--- config.mk ---
export PLATFORM = sky130hd
export DESIGN_NAME = thermal_event_alert_logic
export DESIGN_NICKNAME = d
export VERILOG_FILES = /design/src/rtl/thermal_alert_pkg.sv /design/src/rtl/level_sync.sv /design/src/rtl/assert_time_counter.sv /design/src/rtl/thermal_event_alert_logic.sv
export SDC_FILE = /design/constraint.sdc
export NUM_CORES = 1
export LEC_CHECK = 0
export BUFFER_PORTS_ARGS = -buffer_cell sky130_fd_sc_hd__clkbuf_2
export CORE_ASPECT_RATIO = 2
export CORE_MARGIN = 2
export CORE_UTILIZATION = 46
export CTS_CLUSTER_SIZE = 30
export DETAILED_ROUTE_END_ITERATION = 8
export GPL_ROUTABILITY_DRIVEN = 1
export PLACE_DENSITY = 0.63
export SLEW_MARGIN = 0
export SYNTH_ARGS = -nofsm -noshare
export SYNTH_HDL_FRONTEND = slang
export SYNTH_HIERARCHICAL = 1
export SYNTH_SLANG_ARGS = --single-unit
--- constraint.sdc ---
create_clock -name ref_clk -period 2.73 [get_ports ref_clk]
set_clock_uncertainty 0.1 [all_clocks]
set_input_delay 0.546 -clock ref_clk [delete_from_list [all_inputs] [get_ports ref_clk]]
set_output_delay 0.546 -clock ref_clk [all_outputs]
set_load 0.02 [all_outputs]
--- src/rtl/thermal_alert_pkg.sv ---
/*
 * Constants shared by the thermal event and alert logic: register offsets,
 * reset values, field positions and the timer step length.
 * Assumes a 40 MHz ref_clk and a register port driven by an external
 * serial-bus front end.
 */
package thermal_alert_pkg;
    // register offsets
    localparam logic [7:0] STATUS_ONE_ADDR = 8'h41;
    localparam logic [7:0] STATUS_TWO_ADDR = 8'h42;
    localparam logic [7:0] CHAN_CFG_ADDR = 8'h5F;
    localparam logic [7:0] CRIT_LIMIT_ADDR = 8'h6A;
    localparam logic [7:0] MASK_ONE_ADDR = 8'h74;
    localparam logic [7:0] MASK_TWO_ADDR = 8'h75;
    localparam logic [7:0] CONFIG_THREE_ADDR = 8'h78;
    localparam logic [7:0] TIMER_ADDR = 8'h79;
    localparam logic [7:0] TIMER_LIMIT_ADDR = 8'h7A;
    localparam logic [7:0] CONFIG_FOUR_ADDR = 8'h7D;
    // reset values
    localparam logic [7:0] CRIT_LIMIT_RESET = 8'hA4;
    localparam logic [7:0] TIMER_LIMIT_RESET = 8'h00;
    localparam logic [7:0] CONFIG_RESET = 8'h00;
    localparam logic [7:0] MASK_RESET = 8'h00;
    // field positions
    localparam int ALERT_EN_BIT = 0;
    localparam int TIMER_EN_BIT = 1;
    localparam int OVERRIDE_BIT = 2;
    localparam int THERMAL_EVENT_LINE_OUT_EN_BIT = 3;
    localparam int SUMMARY_BIT = 7;
    localparam int FAN_FOUR_BIT = 5;
    localparam logic [6:0] STATUS_ONE_USED = 7'h76;
    // lowest critical limit codes, one per temperature format
    localparam logic [7:0] OFFSET_MIN_CODE = 8'h00;
    localparam logic [7:0] TWOS_MIN_CODE = 8'h80;
    // pin roles
    typedef enum logic [1:0] {
        ROLE_SPEED = 2'b00,
        ROLE_THERMAL = 2'b01,
        ROLE_ALERT = 2'b10,
        ROLE_GPIO = 2'b11
    } pin_role_t;
    // timer step: 22.76 ms at a 25 ns clock
    localparam int CLK_PERIOD_NS = 25;
    localparam int TIMER_STEP_US = 22760;
    localparam int TIMER_STEP_CYCLES = (TIMER_STEP_US * 1000) / CLK_PERIOD_NS;
    localparam logic [7:0] TIMER_FULL = 8'hFF;
endpackage

--- src/rtl/level_sync.sv ---
/*
 * Two-flop synchroniser for one level from a pin.
 * Assumes the input is asynchronous to ref_clk; only the second flop is read.
 */
module level_sync
    import thermal_alert_pkg::*;
(
    // clock and reset
    input wire logic ref_clk,
    input wire logic rst_n,
    // level
    input wire logic async_in,
    output logic sync_out
);
    typedef struct packed {
        logic first;
        logic second;
    } sync_state_t;

    sync_state_t st;
    sync_state_t next_st;

    // idle level is high, matching an undriven open-drain line
    always_comb
    begin
        next_st.first = async_in;
        next_st.second = st.first;
    end

    always_ff @(posedge ref_clk or negedge rst_n)
    begin
        if (!rst_n)
            st <= '{first: 1'b1, second: 1'b1};
        else
            st <= next_st;
    end

    assign sync_out = st.second;
endmodule // level_sync

--- src/rtl/assert_time_counter.sv ---
/*
 * Cumulative assertion-time counter with read clear and saturation.
 * Assumes assert_now is already synchronised and that rd_clear is a one-cycle pulse.
 */
module assert_time_counter
    import thermal_alert_pkg::*;
#(
    parameter int STEP_CYCLES = TIMER_STEP_CYCLES
)
(
    // clock and reset
    input wire logic ref_clk,
    input wire logic rst_n,
    // control
    input wire logic assert_now,
    input wire logic rd_clear,
    input wire logic [7:0] limit,
    // results
    output logic [7:0] value,
    output logic over
);
    localparam int PW = $clog2(STEP_CYCLES + 1);
    localparam logic [PW-1:0] LAST = PW'(STEP_CYCLES - 1);

    typedef struct packed {
        logic [7:0] count;
        logic seen;
        logic [PW-1:0] pre;
    } cnt_state_t;

    cnt_state_t st;
    cnt_state_t next_st;

    // prescaler runs only while asserted, so partial steps carry over
    always_comb
    begin
        next_st = st;
        if (rd_clear)
        begin
            next_st.count = '0;
            next_st.pre = '0;
            next_st.seen = assert_now;
        end
        else if (assert_now)
        begin
            next_st.seen = 1'b1;
            if (st.count != TIMER_FULL)
            begin
                if (st.pre == LAST)
                begin
                    next_st.pre = '0;
                    next_st.count = st.count + 8'h01;
                end
                else
                    next_st.pre = st.pre + PW'(1);
            end
        end
    end

    always_ff @(posedge ref_clk or negedge rst_n)
    begin
        if (!rst_n)
            st <= '0;
        else
            st <= next_st;
    end

    // bit 0 marks the first assertion until the count takes over
    assign value = (st.count == 8'h00) ? {7'h00, st.seen} : st.count;
    assign over = value > limit;
endmodule // assert_time_counter

--- src/rtl/thermal_event_alert_logic.sv ---
/*
 * Alert masking, pin role selection, thermal event timer, fan override and
 * thermal output for a temperature monitor.
 * Assumes a register port from a serial-bus front end (one-cycle read and
 * write strobes), comparator sources on ref_clk, and open-drain pins
 * resolved outside from their output enables.
 */
module thermal_event_alert_logic
    import thermal_alert_pkg::*;
#(
    parameter int STEP_CYCLES = TIMER_STEP_CYCLES
)
(
    // clock and reset
    input wire logic ref_clk,
    input wire logic rst_n,
    // register port
    input wire logic [7:0] reg_addr,
    input wire logic reg_wr,
    input wire logic reg_rd,
    input wire logic [7:0] reg_wdata,
    output logic [7:0] reg_rdata,
    // out-of-limit sources from the measurement logic
    input wire logic [6:0] limit_one_src,
    input wire logic [7:0] limit_two_src,
    // temperature results per channel: remote one, local, remote two
    input wire logic [2:0][9:0] temp_value,
    input wire logic [2:0] temp_valid,
    input wire logic temp_offset_mode,
    // fan state and override
    input wire logic [2:0] fan_running,
    output logic [2:0] full_speed_override,
    // multi-function pin
    input wire logic multi_pin_in,
    output logic multi_pin_out,
    output logic multi_pin_oe,
    output logic speed_sense_input_four,
    output logic gpio_level,
    // dedicated alert pin
    output logic alert_out,
    output logic alert_oe
);
    typedef struct packed {
        logic [7:0] mask_one;
        logic [7:0] mask_two;
        logic [7:0] cfg_three;
        logic [1:0] cfg_four;
        logic [7:0] timer_limit;
        logic [2:0][7:0] chan_cfg;
        logic [2:0][7:0] crit_limit;
        logic [6:0] status_one;
        logic [7:0] status_two;
        logic [2:0] trip;
        logic alert;
        logic alert_oe;
        logic pin_oe;
        logic [2:0] fan_full;
        logic speed4;
        logic gpio;
        logic [7:0] rdata;
    } top_state_t;

    top_state_t st;
    top_state_t next_st;

    logic pin_sync;
    logic thermal_role;
    logic thermal_low;
    logic timer_run;
    logic timer_rd;
    logic [7:0] timer_value;
    logic timer_over;
    logic rd_one;
    logic rd_two;
    logic [6:0] src_one;
    logic [7:0] src_two;
    logic [6:0] eff_mask_one;
    logic [7:0] eff_mask_two;
    logic pending;

    // the pin is asynchronous; two flops before anything reads it
    level_sync u_pin_sync (
        .ref_clk(ref_clk),
        .rst_n(rst_n),
        .async_in(multi_pin_in),
        .sync_out(pin_sync)
    );

    // role decode and active-low thermal level
    assign thermal_role = (pin_role_t'(st.cfg_four) == ROLE_THERMAL);
    assign thermal_low = thermal_role && !pin_sync;
    assign timer_run = thermal_low && st.cfg_three[TIMER_EN_BIT];
    assign timer_rd = reg_rd && (reg_addr == TIMER_ADDR);
    assign rd_one = reg_rd && (reg_addr == STATUS_ONE_ADDR);
    assign rd_two = reg_rd && (reg_addr == STATUS_TWO_ADDR);

    assert_time_counter #(
        .STEP_CYCLES(STEP_CYCLES)
    ) u_timer (
        .ref_clk(ref_clk),
        .rst_n(rst_n),
        .assert_now(timer_run),
        .rd_clear(timer_rd),
        .limit(st.timer_limit),
        .value(timer_value),
        .over(timer_over)
    );

    // status sources; the timer source is held off in its read cycle so the clear can land
    assign src_one = limit_one_src & STATUS_ONE_USED;
    always_comb
    begin
        src_two = {limit_two_src[7:2], |st.trip, 1'b0};
        if (thermal_role)
            src_two[FAN_FOUR_BIT] = timer_over && !timer_rd;
    end

    // mask bits lined up with status bits; processor supply mask sits at bit 0
    assign eff_mask_one = {st.mask_one[6:2], st.mask_one[0], 1'b1};
    // fan three has no mask bit of its own and reaches the alert unless the summary mask bit is set
    assign eff_mask_two = {st.mask_two[7:5], 1'b0, st.mask_two[3:1], 1'b1};
    assign pending = (|(st.status_one & ~eff_mask_one))
        || ((|(st.status_two & ~eff_mask_two)) && !st.mask_one[SUMMARY_BIT]);

    // critical-limit compare; the minimum code means the channel is off
    function automatic logic over_crit(input logic [9:0] temp, input logic [7:0] lim, input logic offset);
        logic off;
        logic hot;
        off = offset ? (lim == OFFSET_MIN_CODE) : (lim == TWOS_MIN_CODE);
        hot = offset ? (temp > {lim, 2'b00}) : ($signed(temp) > $signed({lim, 2'b00}));
        over_crit = hot && !off;
    endfunction

    // register writes, sticky status, trips and pin drive
    always_comb
    begin
        next_st = st;
        if (reg_wr)
        begin
            case (reg_addr)
                MASK_ONE_ADDR: next_st.mask_one = reg_wdata;
                MASK_TWO_ADDR: next_st.mask_two = reg_wdata;
                CONFIG_THREE_ADDR: next_st.cfg_three = reg_wdata;
                CONFIG_FOUR_ADDR: next_st.cfg_four = reg_wdata[1:0];
                TIMER_LIMIT_ADDR: next_st.timer_limit = reg_wdata;
                default: ;
            endcase
            for (int c = 0; c < 3; c++)
            begin
                if (reg_addr == CHAN_CFG_ADDR + 8'(c))
                    next_st.chan_cfg[c] = reg_wdata;
                if (reg_addr == CRIT_LIMIT_ADDR + 8'(c))
                    next_st.crit_limit[c] = reg_wdata;
            end
        end
        // a read clears only bits whose source has gone; a new event wins
        next_st.status_one = (st.status_one & ~(rd_one ? ~src_one : 7'h00)) | src_one;
        next_st.status_two = (st.status_two & ~(rd_two ? ~src_two : 8'h00)) | src_two;
        if (thermal_role && timer_rd)
            next_st.status_two[FAN_FOUR_BIT] = src_two[FAN_FOUR_BIT];
        // each channel is judged once per measurement, so a trip lasts a whole cycle
        for (int c = 0; c < 3; c++)
        begin
            if (!st.chan_cfg[c][THERMAL_EVENT_LINE_OUT_EN_BIT])
                next_st.trip[c] = 1'b0;
            else if (temp_valid[c])
                next_st.trip[c] = over_crit(temp_value[c], st.crit_limit[c], temp_offset_mode);
        end
        next_st.alert = pending;
        next_st.alert_oe = pending && st.cfg_three[ALERT_EN_BIT];
        case (pin_role_t'(st.cfg_four))
            ROLE_THERMAL: next_st.pin_oe = |st.trip;
            ROLE_ALERT: next_st.pin_oe = pending && st.cfg_three[ALERT_EN_BIT];
            ROLE_SPEED: next_st.pin_oe = 1'b0;
            ROLE_GPIO: next_st.pin_oe = 1'b0;
            default: next_st.pin_oe = 1'b0;
        endcase
        // only fans already running are pushed to full speed
        next_st.fan_full = (st.cfg_three[OVERRIDE_BIT] && thermal_low) ? fan_running : 3'h0;
        next_st.speed4 = (pin_role_t'(st.cfg_four) == ROLE_SPEED) ? pin_sync : 1'b1;
        next_st.gpio = (pin_role_t'(st.cfg_four) == ROLE_GPIO) ? pin_sync : 1'b1;
        // read data, one cycle after the strobe; unmapped offsets read zero
        next_st.rdata = 8'h00;
        if (reg_rd)
        begin
            case (reg_addr)
                STATUS_ONE_ADDR: next_st.rdata = {|st.status_two, st.status_one};
                STATUS_TWO_ADDR: next_st.rdata = st.status_two;
                MASK_ONE_ADDR: next_st.rdata = st.mask_one;
                MASK_TWO_ADDR: next_st.rdata = st.mask_two;
                CONFIG_THREE_ADDR: next_st.rdata = st.cfg_three;
                CONFIG_FOUR_ADDR: next_st.rdata = {6'h00, st.cfg_four};
                TIMER_ADDR: next_st.rdata = timer_value;
                TIMER_LIMIT_ADDR: next_st.rdata = st.timer_limit;
                default: next_st.rdata = 8'h00;
            endcase
            for (int c = 0; c < 3; c++)
            begin
                if (reg_addr == CHAN_CFG_ADDR + 8'(c))
                    next_st.rdata = st.chan_cfg[c];
                if (reg_addr == CRIT_LIMIT_ADDR + 8'(c))
                    next_st.rdata = st.crit_limit[c];
            end
        end
    end

    // state register; every control bit has a fixed reset value
    always_ff @(posedge ref_clk or negedge rst_n)
    begin
        if (!rst_n)
        begin
            st <= '0;
            st.mask_one <= MASK_RESET;
            st.mask_two <= MASK_RESET;
            st.cfg_three <= CONFIG_RESET;
            st.timer_limit <= TIMER_LIMIT_RESET;
            st.crit_limit <= {3{CRIT_LIMIT_RESET}};
            st.speed4 <= 1'b1;
            st.gpio <= 1'b1;
        end
        else
            st <= next_st;
    end

    // outputs; both pins are open drain and only ever pull low
    assign reg_rdata = st.rdata;
    assign alert_out = 1'b0;
    assign alert_oe = st.alert_oe;
    assign multi_pin_out = 1'b0;
    assign multi_pin_oe = st.pin_oe;
    assign full_speed_override = st.fan_full;
    assign speed_sense_input_four = st.speed4;
    assign gpio_level = st.gpio;
endmodule // thermal_event_alert_logic

==> metrics, run 1 <==
hold depth=1; hold crit path type=in2reg; Distinct cells, synth=90; Final Critical Period=between 2 and 3 ns; Site Rows=70; vias in the first global route=7334; Synth top area share=0.3876; Switching Power=1.471 mW; largest net degree at the start of global routing=58; Non-Filler Instances=1158; Async S/R FF share, synth=1.000; Seq pwr share=0.436; initial core utilization=0.4691; Post-Synthesis Cells=837; WP depth=13; Worst EP arrival=2.84 ns; clk root buf=clkbuf_16; initial antenna violation count=0; critical path launch point type=register; Slew Limit Headroom=0.2080; cell chain of the critical path=nor4_2, buf_4, nand3_1, mux2i_1, ha_1, nor2b_1, o21a_1, o21ai_1, a21oi_1, o22a_1, mux2_2, a21oi_1, a31oi_1; WP buf/inv=1; Syn-to-layout area delta=15.69%; FILL cells=1715; Worst-Margin Slew=1.188 ns; clock buffer depth=2; Crit. End Element=register; TNS Setup=0 ns; RSZ-0062 raised after global routing=false; leading area contributor after synthesis=dfrtp_1; ANT cells=0; Peak VDD IR=roughly 400 uV; Slew Limit Fails=0; clock-pin slew on the worst setup and hold paths=approximately 0.070 ns; Final #Nets=roughly 1.0k; Post-synth EDFFs=0; CTS Sinks=146; Final setup viols=0; number of detailed-route iterations in the first pass=5; Die W=100.6 microns; Reg area=between 3000 and 4000 sq um; placed insts=1125; slowest cell on the critical path=dfrtp_1; Static Leak=4.558 nW; Max Fclk=0.3808 GHz; GRT Total Usage=0.2804; Final Cycle Share=0.9619; Core ar.=18310 sq um; multi-input logic area=4378 sq um; worst skew pair latency=0.44 ns; CP dominant cell by count=a21oi_1; crit-path max FO=2; commonest non-fill, non-tap cells in the layout=133 x dfrtp_1, 82 x clkbuf_2, 69 x mux2_2; Sw Share=0.2748; Synth area leaders=dfrtp_1 39%, mux2_2 9.0%, ha_1 5.1%; status=completed; Comb power frac=0.112; Syn Area/Cell=10.26 sq um; Top delay family on crit path=compound AO/OA/AOI/OAI gates; Num CTS Buffers=17; final core occ=0.5427; CTS tree=built; Hold Fails Final Rpt=0; vias per inst=6.123; Clock power frac=0.452; register bit total from synthesis=146; 1st-iter DRT viols=between 400 and 500; Post-Synthesis Cell Area=8587 sq um; Post-Route WL=roughly 27000 microns; first-pass GRT wire length=40830 microns; wire per inst=23.02 microns; grt total ovfl=0; post-DP HPWL=20270 microns; I/O pin count=90; PwrDens=around 540 nW/um^2; DIE AREA=19840 sq um; antenna viol nets, final=0; Synth warnings=6; total placed instance area=9323 sq um; most common flop cell mapped by yosys=dfrtp_1; Fin Hold WS=0.09424 ns; Worst EP required=2.94 ns; Pint=3.882 mW; Die Y=197.2 microns; Seq/Total Area, Yosys=0.4274; commonest non-fill, non-tap cell in the layout=dfrtp_1; layout cells sized above 1=0.3015; Worst Reg-to-Reg Cells=13; WS Path Type=reg2reg; remaining routing DRC violations=0; max cap viols=0; crit-path max cell delay=0.39 ns; final instance area=9935 sq um; Final GP Congestion=1.066; Port Buf Inserts=83; DR vias=7091; H-tree depth=4
==> power by group through the flow <==
stage | Sequential (mW) | Combinational (mW) | Clock, mW
global route | 2.34 | 0.660 | 2.54
detailed placement | 2.37 | 0.595 | 0
floorplan | 2.35 | 0.348 | 0
global placement | 2.37 | 0.588 | 0
CTS | 2.33 | 0.600 | 2.45
finish | 2.34 | 0.599 | 2.42
==> timing repair <==
item | 4_1_cts | 5_1_grt
hold endpoints to repair | 5 | 0
buffers inserted | 0 | 0
hold buffers | 1 | 0
gates resized for setup | 0 | 2
setup endpoints to repair | 0 | 1
==> cell families after synthesis <==
family | after synthesis | share of synthesized area
mux | 92 | 0.1223
simple gates | 275 | 0.1856
compound gates | 163 | 0.1348
other cells | 1 | 0.0004367
xor+xnor | 12 | 0.01224
flops | 146 | 0.4274
buf+inv | 113 | 0.06630
fa+ha+maj | 35 | 0.05100
==> cells in the mapped netlist (all sizes together) (9+ instances only) <==
cell type  number
dfrtp         133
mux2           79
nand2          66
inv            55
nand3          47
buf            45
ha             35
a21oi          34
nor2           34
nand4          27
o21ai          25
a21o           17
clkbuf         13
dfstp          13
mux2i          13
nor3           12
a31oi          11
and2           11
nor4           11
or3             9
==> state kept, by name, summed over array words and instances, names as in the netlist <==
signal and cells:
gpio_level 1, full_speed_override 3, alert_oe 1, multi_pin_oe 1
eff_mask_two 6, u_timer/st 29, u_pin_sync/sync_out 1, reg_rdata 8
st 88, u_pin_sync/next_st 1, eff_mask_one 6, speed_sense_input_four 1
==> path summary, 6_finish.rpt <==
kind	to	start	slack [ns]
min in group asynchronous	full_speed_override[0]$_DFF_PN0_	rst_n	0.56
setup / recovery	st[24]$_DFF_PN0_	u_timer/st[28]$_DFFE_PN0P_	0.10
setup reg to reg	st[24]$_DFF_PN0_	u_timer/st[28]$_DFFE_PN0P_	0.10
hold / removal	u_pin_sync/next_st[0]$_DFF_PN1_	multi_pin_in	0.09
max in group asynchronous	st[57]$_DFFE_PN1P_	rst_n	1.24
hold reg to reg	u_pin_sync/sync_out$_DFF_PN1_	u_pin_sync/next_st[0]$_DFF_PN1_	0.26
==> metrics by stage <==
stage / total power [mW] / setup WS (ns)
floorplan: 2.694 / 0.09195
global placement: 2.959 / 0.05572
detailed placement: 2.969 / 0.02889
CTS: 5.383 / 0.06434
global route: 5.541 / 0.01039
finish: 5.354 / 0.1041
==> routing by layer <==
| metal | vias to the layer above | share of wire | GRT usage |
|---|---|---|---|
| met3 | 112 | 0.044 | 0.05025 |
| met1 | 3471 | 0.33 | 0.2636 |
| met2 | 265 | 0.54 | 0.5057 |
| met4 | 0 | 0.095 | 0.2385 |
| li1 | 3243 | - | - |
| met5 | - | 0 | 0 |
==> final cells by class <==
type                       instances  share of cell area
clock buffer                      17             0.04282
clock inverter                    15             0.01713
inverter                          55             0.02078
multi-input combinational        579              0.4407
sequential                       146              0.3694
tap                              216             0.02720
timing repair buffer             130             0.08199
Power figures use the tool's default switching activity.
==> run 2, diff against run 1 <==
CORE_ASPECT_RATIO = 0.9   (was 2)
GPL_TIMING_DRIVEN = 0   (was not set)
==> metrics, run 2 (synthesized netlist as in run 1, its figures left out) <==
Port Buf Inserts=75; CTS tree=built; clock-pin slew on the worst setup and hold paths=0.06 ns; Slew Limit Headroom=0.4608; slowest cell on the critical path=or3_1; Final Critical Period=roughly 2.6 ns; Core ar.=~18000 sq um; Slew Limit Fails=0; Worst-Margin Slew=0.8088 ns; PwrDens=539.0 nW/um^2; max reg flops=88; status=completed; Peak VDD IR=500.9 uV; final core occ=0.5449; Post-Route WL=24020 microns; vias in the first global route=6801; Final Cycle Share=0.9534; Site Rows=47; Num CTS Buffers=17; wire per inst=20.10 microns; clock buffer depth=2; worst skew pair latency=~0.42 ns; Worst EP arrival=2.86 ns; GRT Total Usage=0.2507; cell chain of the critical path=clkbuf_2, buf_2, nor2b_2, buf_6, nand2_4, nor3_4, and4b_1, a21oi_2, o211ai_2, buf_4, or3_1, nand3_1; Worst EP required=roughly 3.0 ns; Top delay family on crit path=simple AND/OR/NAND/NOR gates; placed insts=1159; Max Fclk=~0.38 GHz; commonest non-fill, non-tap cells in the layout=130 x dfrtp_1, 74 x clkbuf_2, 69 x mux2_2; first-pass GRT wire length=about 38000 microns; crit-path max cell delay=0.34 ns; ANT cells=0; Final WS setup=0.1271 ns; clk root buf=clkbuf_16; hold_buf cts=0; remaining routing DRC violations=0; WP buf/inv=4; hold crit path type=in2async; Final setup viols=0; crit-path max FO=10; initial antenna violation count=1; post-DP HPWL=17380 microns; largest net degree at the start of global routing=86; RSZ-0062 raised after global routing=true; Biggest register=st; Post-Place Setup Slack=-0.6332 ns; overall power=between 5 and 6 mW; commonest non-fill, non-tap cell in the layout=dfrtp_1; CTS Sinks=146; Final #Nets=roughly 1.0k; DR vias=6969; Non-Filler Instances=1195; antenna viol nets, final=0; I/O pin count=90; number of detailed-route iterations in the first pass=5; layout cells sized above 1=0.2884; WS Path Type=in2reg; initial core utilization=0.4680; FILL cells=1711; Die W=148.0 microns; Hold Fails Final Rpt=0; Die Y=133.6 microns; grt total ovfl=0; Final GP Congestion=0.9546; critical path launch point type=input port; vias per inst=5.832; 1st-iter DRT viols=642; H-tree depth=4; max cap viols=0; Syn-to-layout area delta=16.44%; Static Leak=roughly 4.6 nW; DIE AREA=19780 sq um; Crit. End Element=register
-- run 2: cell type report --
| type | instances | area, sq um | area share |
|---|---|---|---|
| timing repair buffer | 82 | 456.7 | 0.04568 |
| multi-input combinational | 579 | 4382 | 0.4382 |
| buffer | 56 | 355.3 | 0.03554 |
| tap | 245 | 306.5 | 0.03066 |
| clock buffer | 27 | 493.0 | 0.04931 |
| inverter | 55 | 206.4 | 0.02065 |
| clock inverter | 5 | 125.1 | 0.01251 |
| sequential | 146 | 3674 | 0.3674 |
-- run 2: path summary, 6_finish.rpt --
kind	start	end	slack, ns	cells past startpoint
setup reg to reg	u_timer/st[27]$_DFFE_PN0P_	st[24]$_DFF_PN0_	0.14	11
max in group asynchronous	rst_n	st[39]$_DFFE_PN1P_	1.69	2
min in group ref_clk	multi_pin_in	u_pin_sync/next_st[0]$_DFF_PN1_	0.10	1
hold / removal	rst_n	st[84]$_DFFE_PN0P_	0.01	1
hold reg to reg	u_pin_sync/next_st[0]$_DFF_PN1_	u_pin_sync/sync_out$_DFF_PN1_	0.26	0
setup / recovery	reg_addr[2]	u_timer/st[14]$_DFFE_PN0P_	0.13	12
-- run 2: routing by layer --
metal	up-vias	wire, microns	track usage
met2	238	10750	0.3855
met5	-	13	0
li1	3261	-	-
met1	3436	11280	0.3590
met3	32	1582	0.05788
met4	2	399	0.06508
-- run 2: repair_timing --
| item | in CTS | in global routing |
|---|---|---|
| setup buffers | 3 | 3 |
| gates cloned | 0 | 0 |
| pin swaps | 1 | 2 |
| endpoints found under the setup margin | 15 | 5 |
| gates resized for setup | 2 | 6 |
-- run 2: metrics by stage --
stage          hold WS (ns)  cell area (sq um)  setup TNS, ns
4_1_cts             0.02377               9967              0
5_1_grt             0.03420               9998       -0.01722
3_3_place_gp         0.2454               9278        -224.17
2_1_floorplan        0.1504               8596              0
6_report            0.01102               9998              0
3_5_place_dp         0.2516               9314         -8.809
-- run 2: report_power, final --
group | switching, mW | internal [mW] | leakage, nW
sequential | 0.0906 | 2.26 | 1.83
clock | 0.876 | 1.60 | 0.300
combinational | 0.323 | 0.240 | 2.42
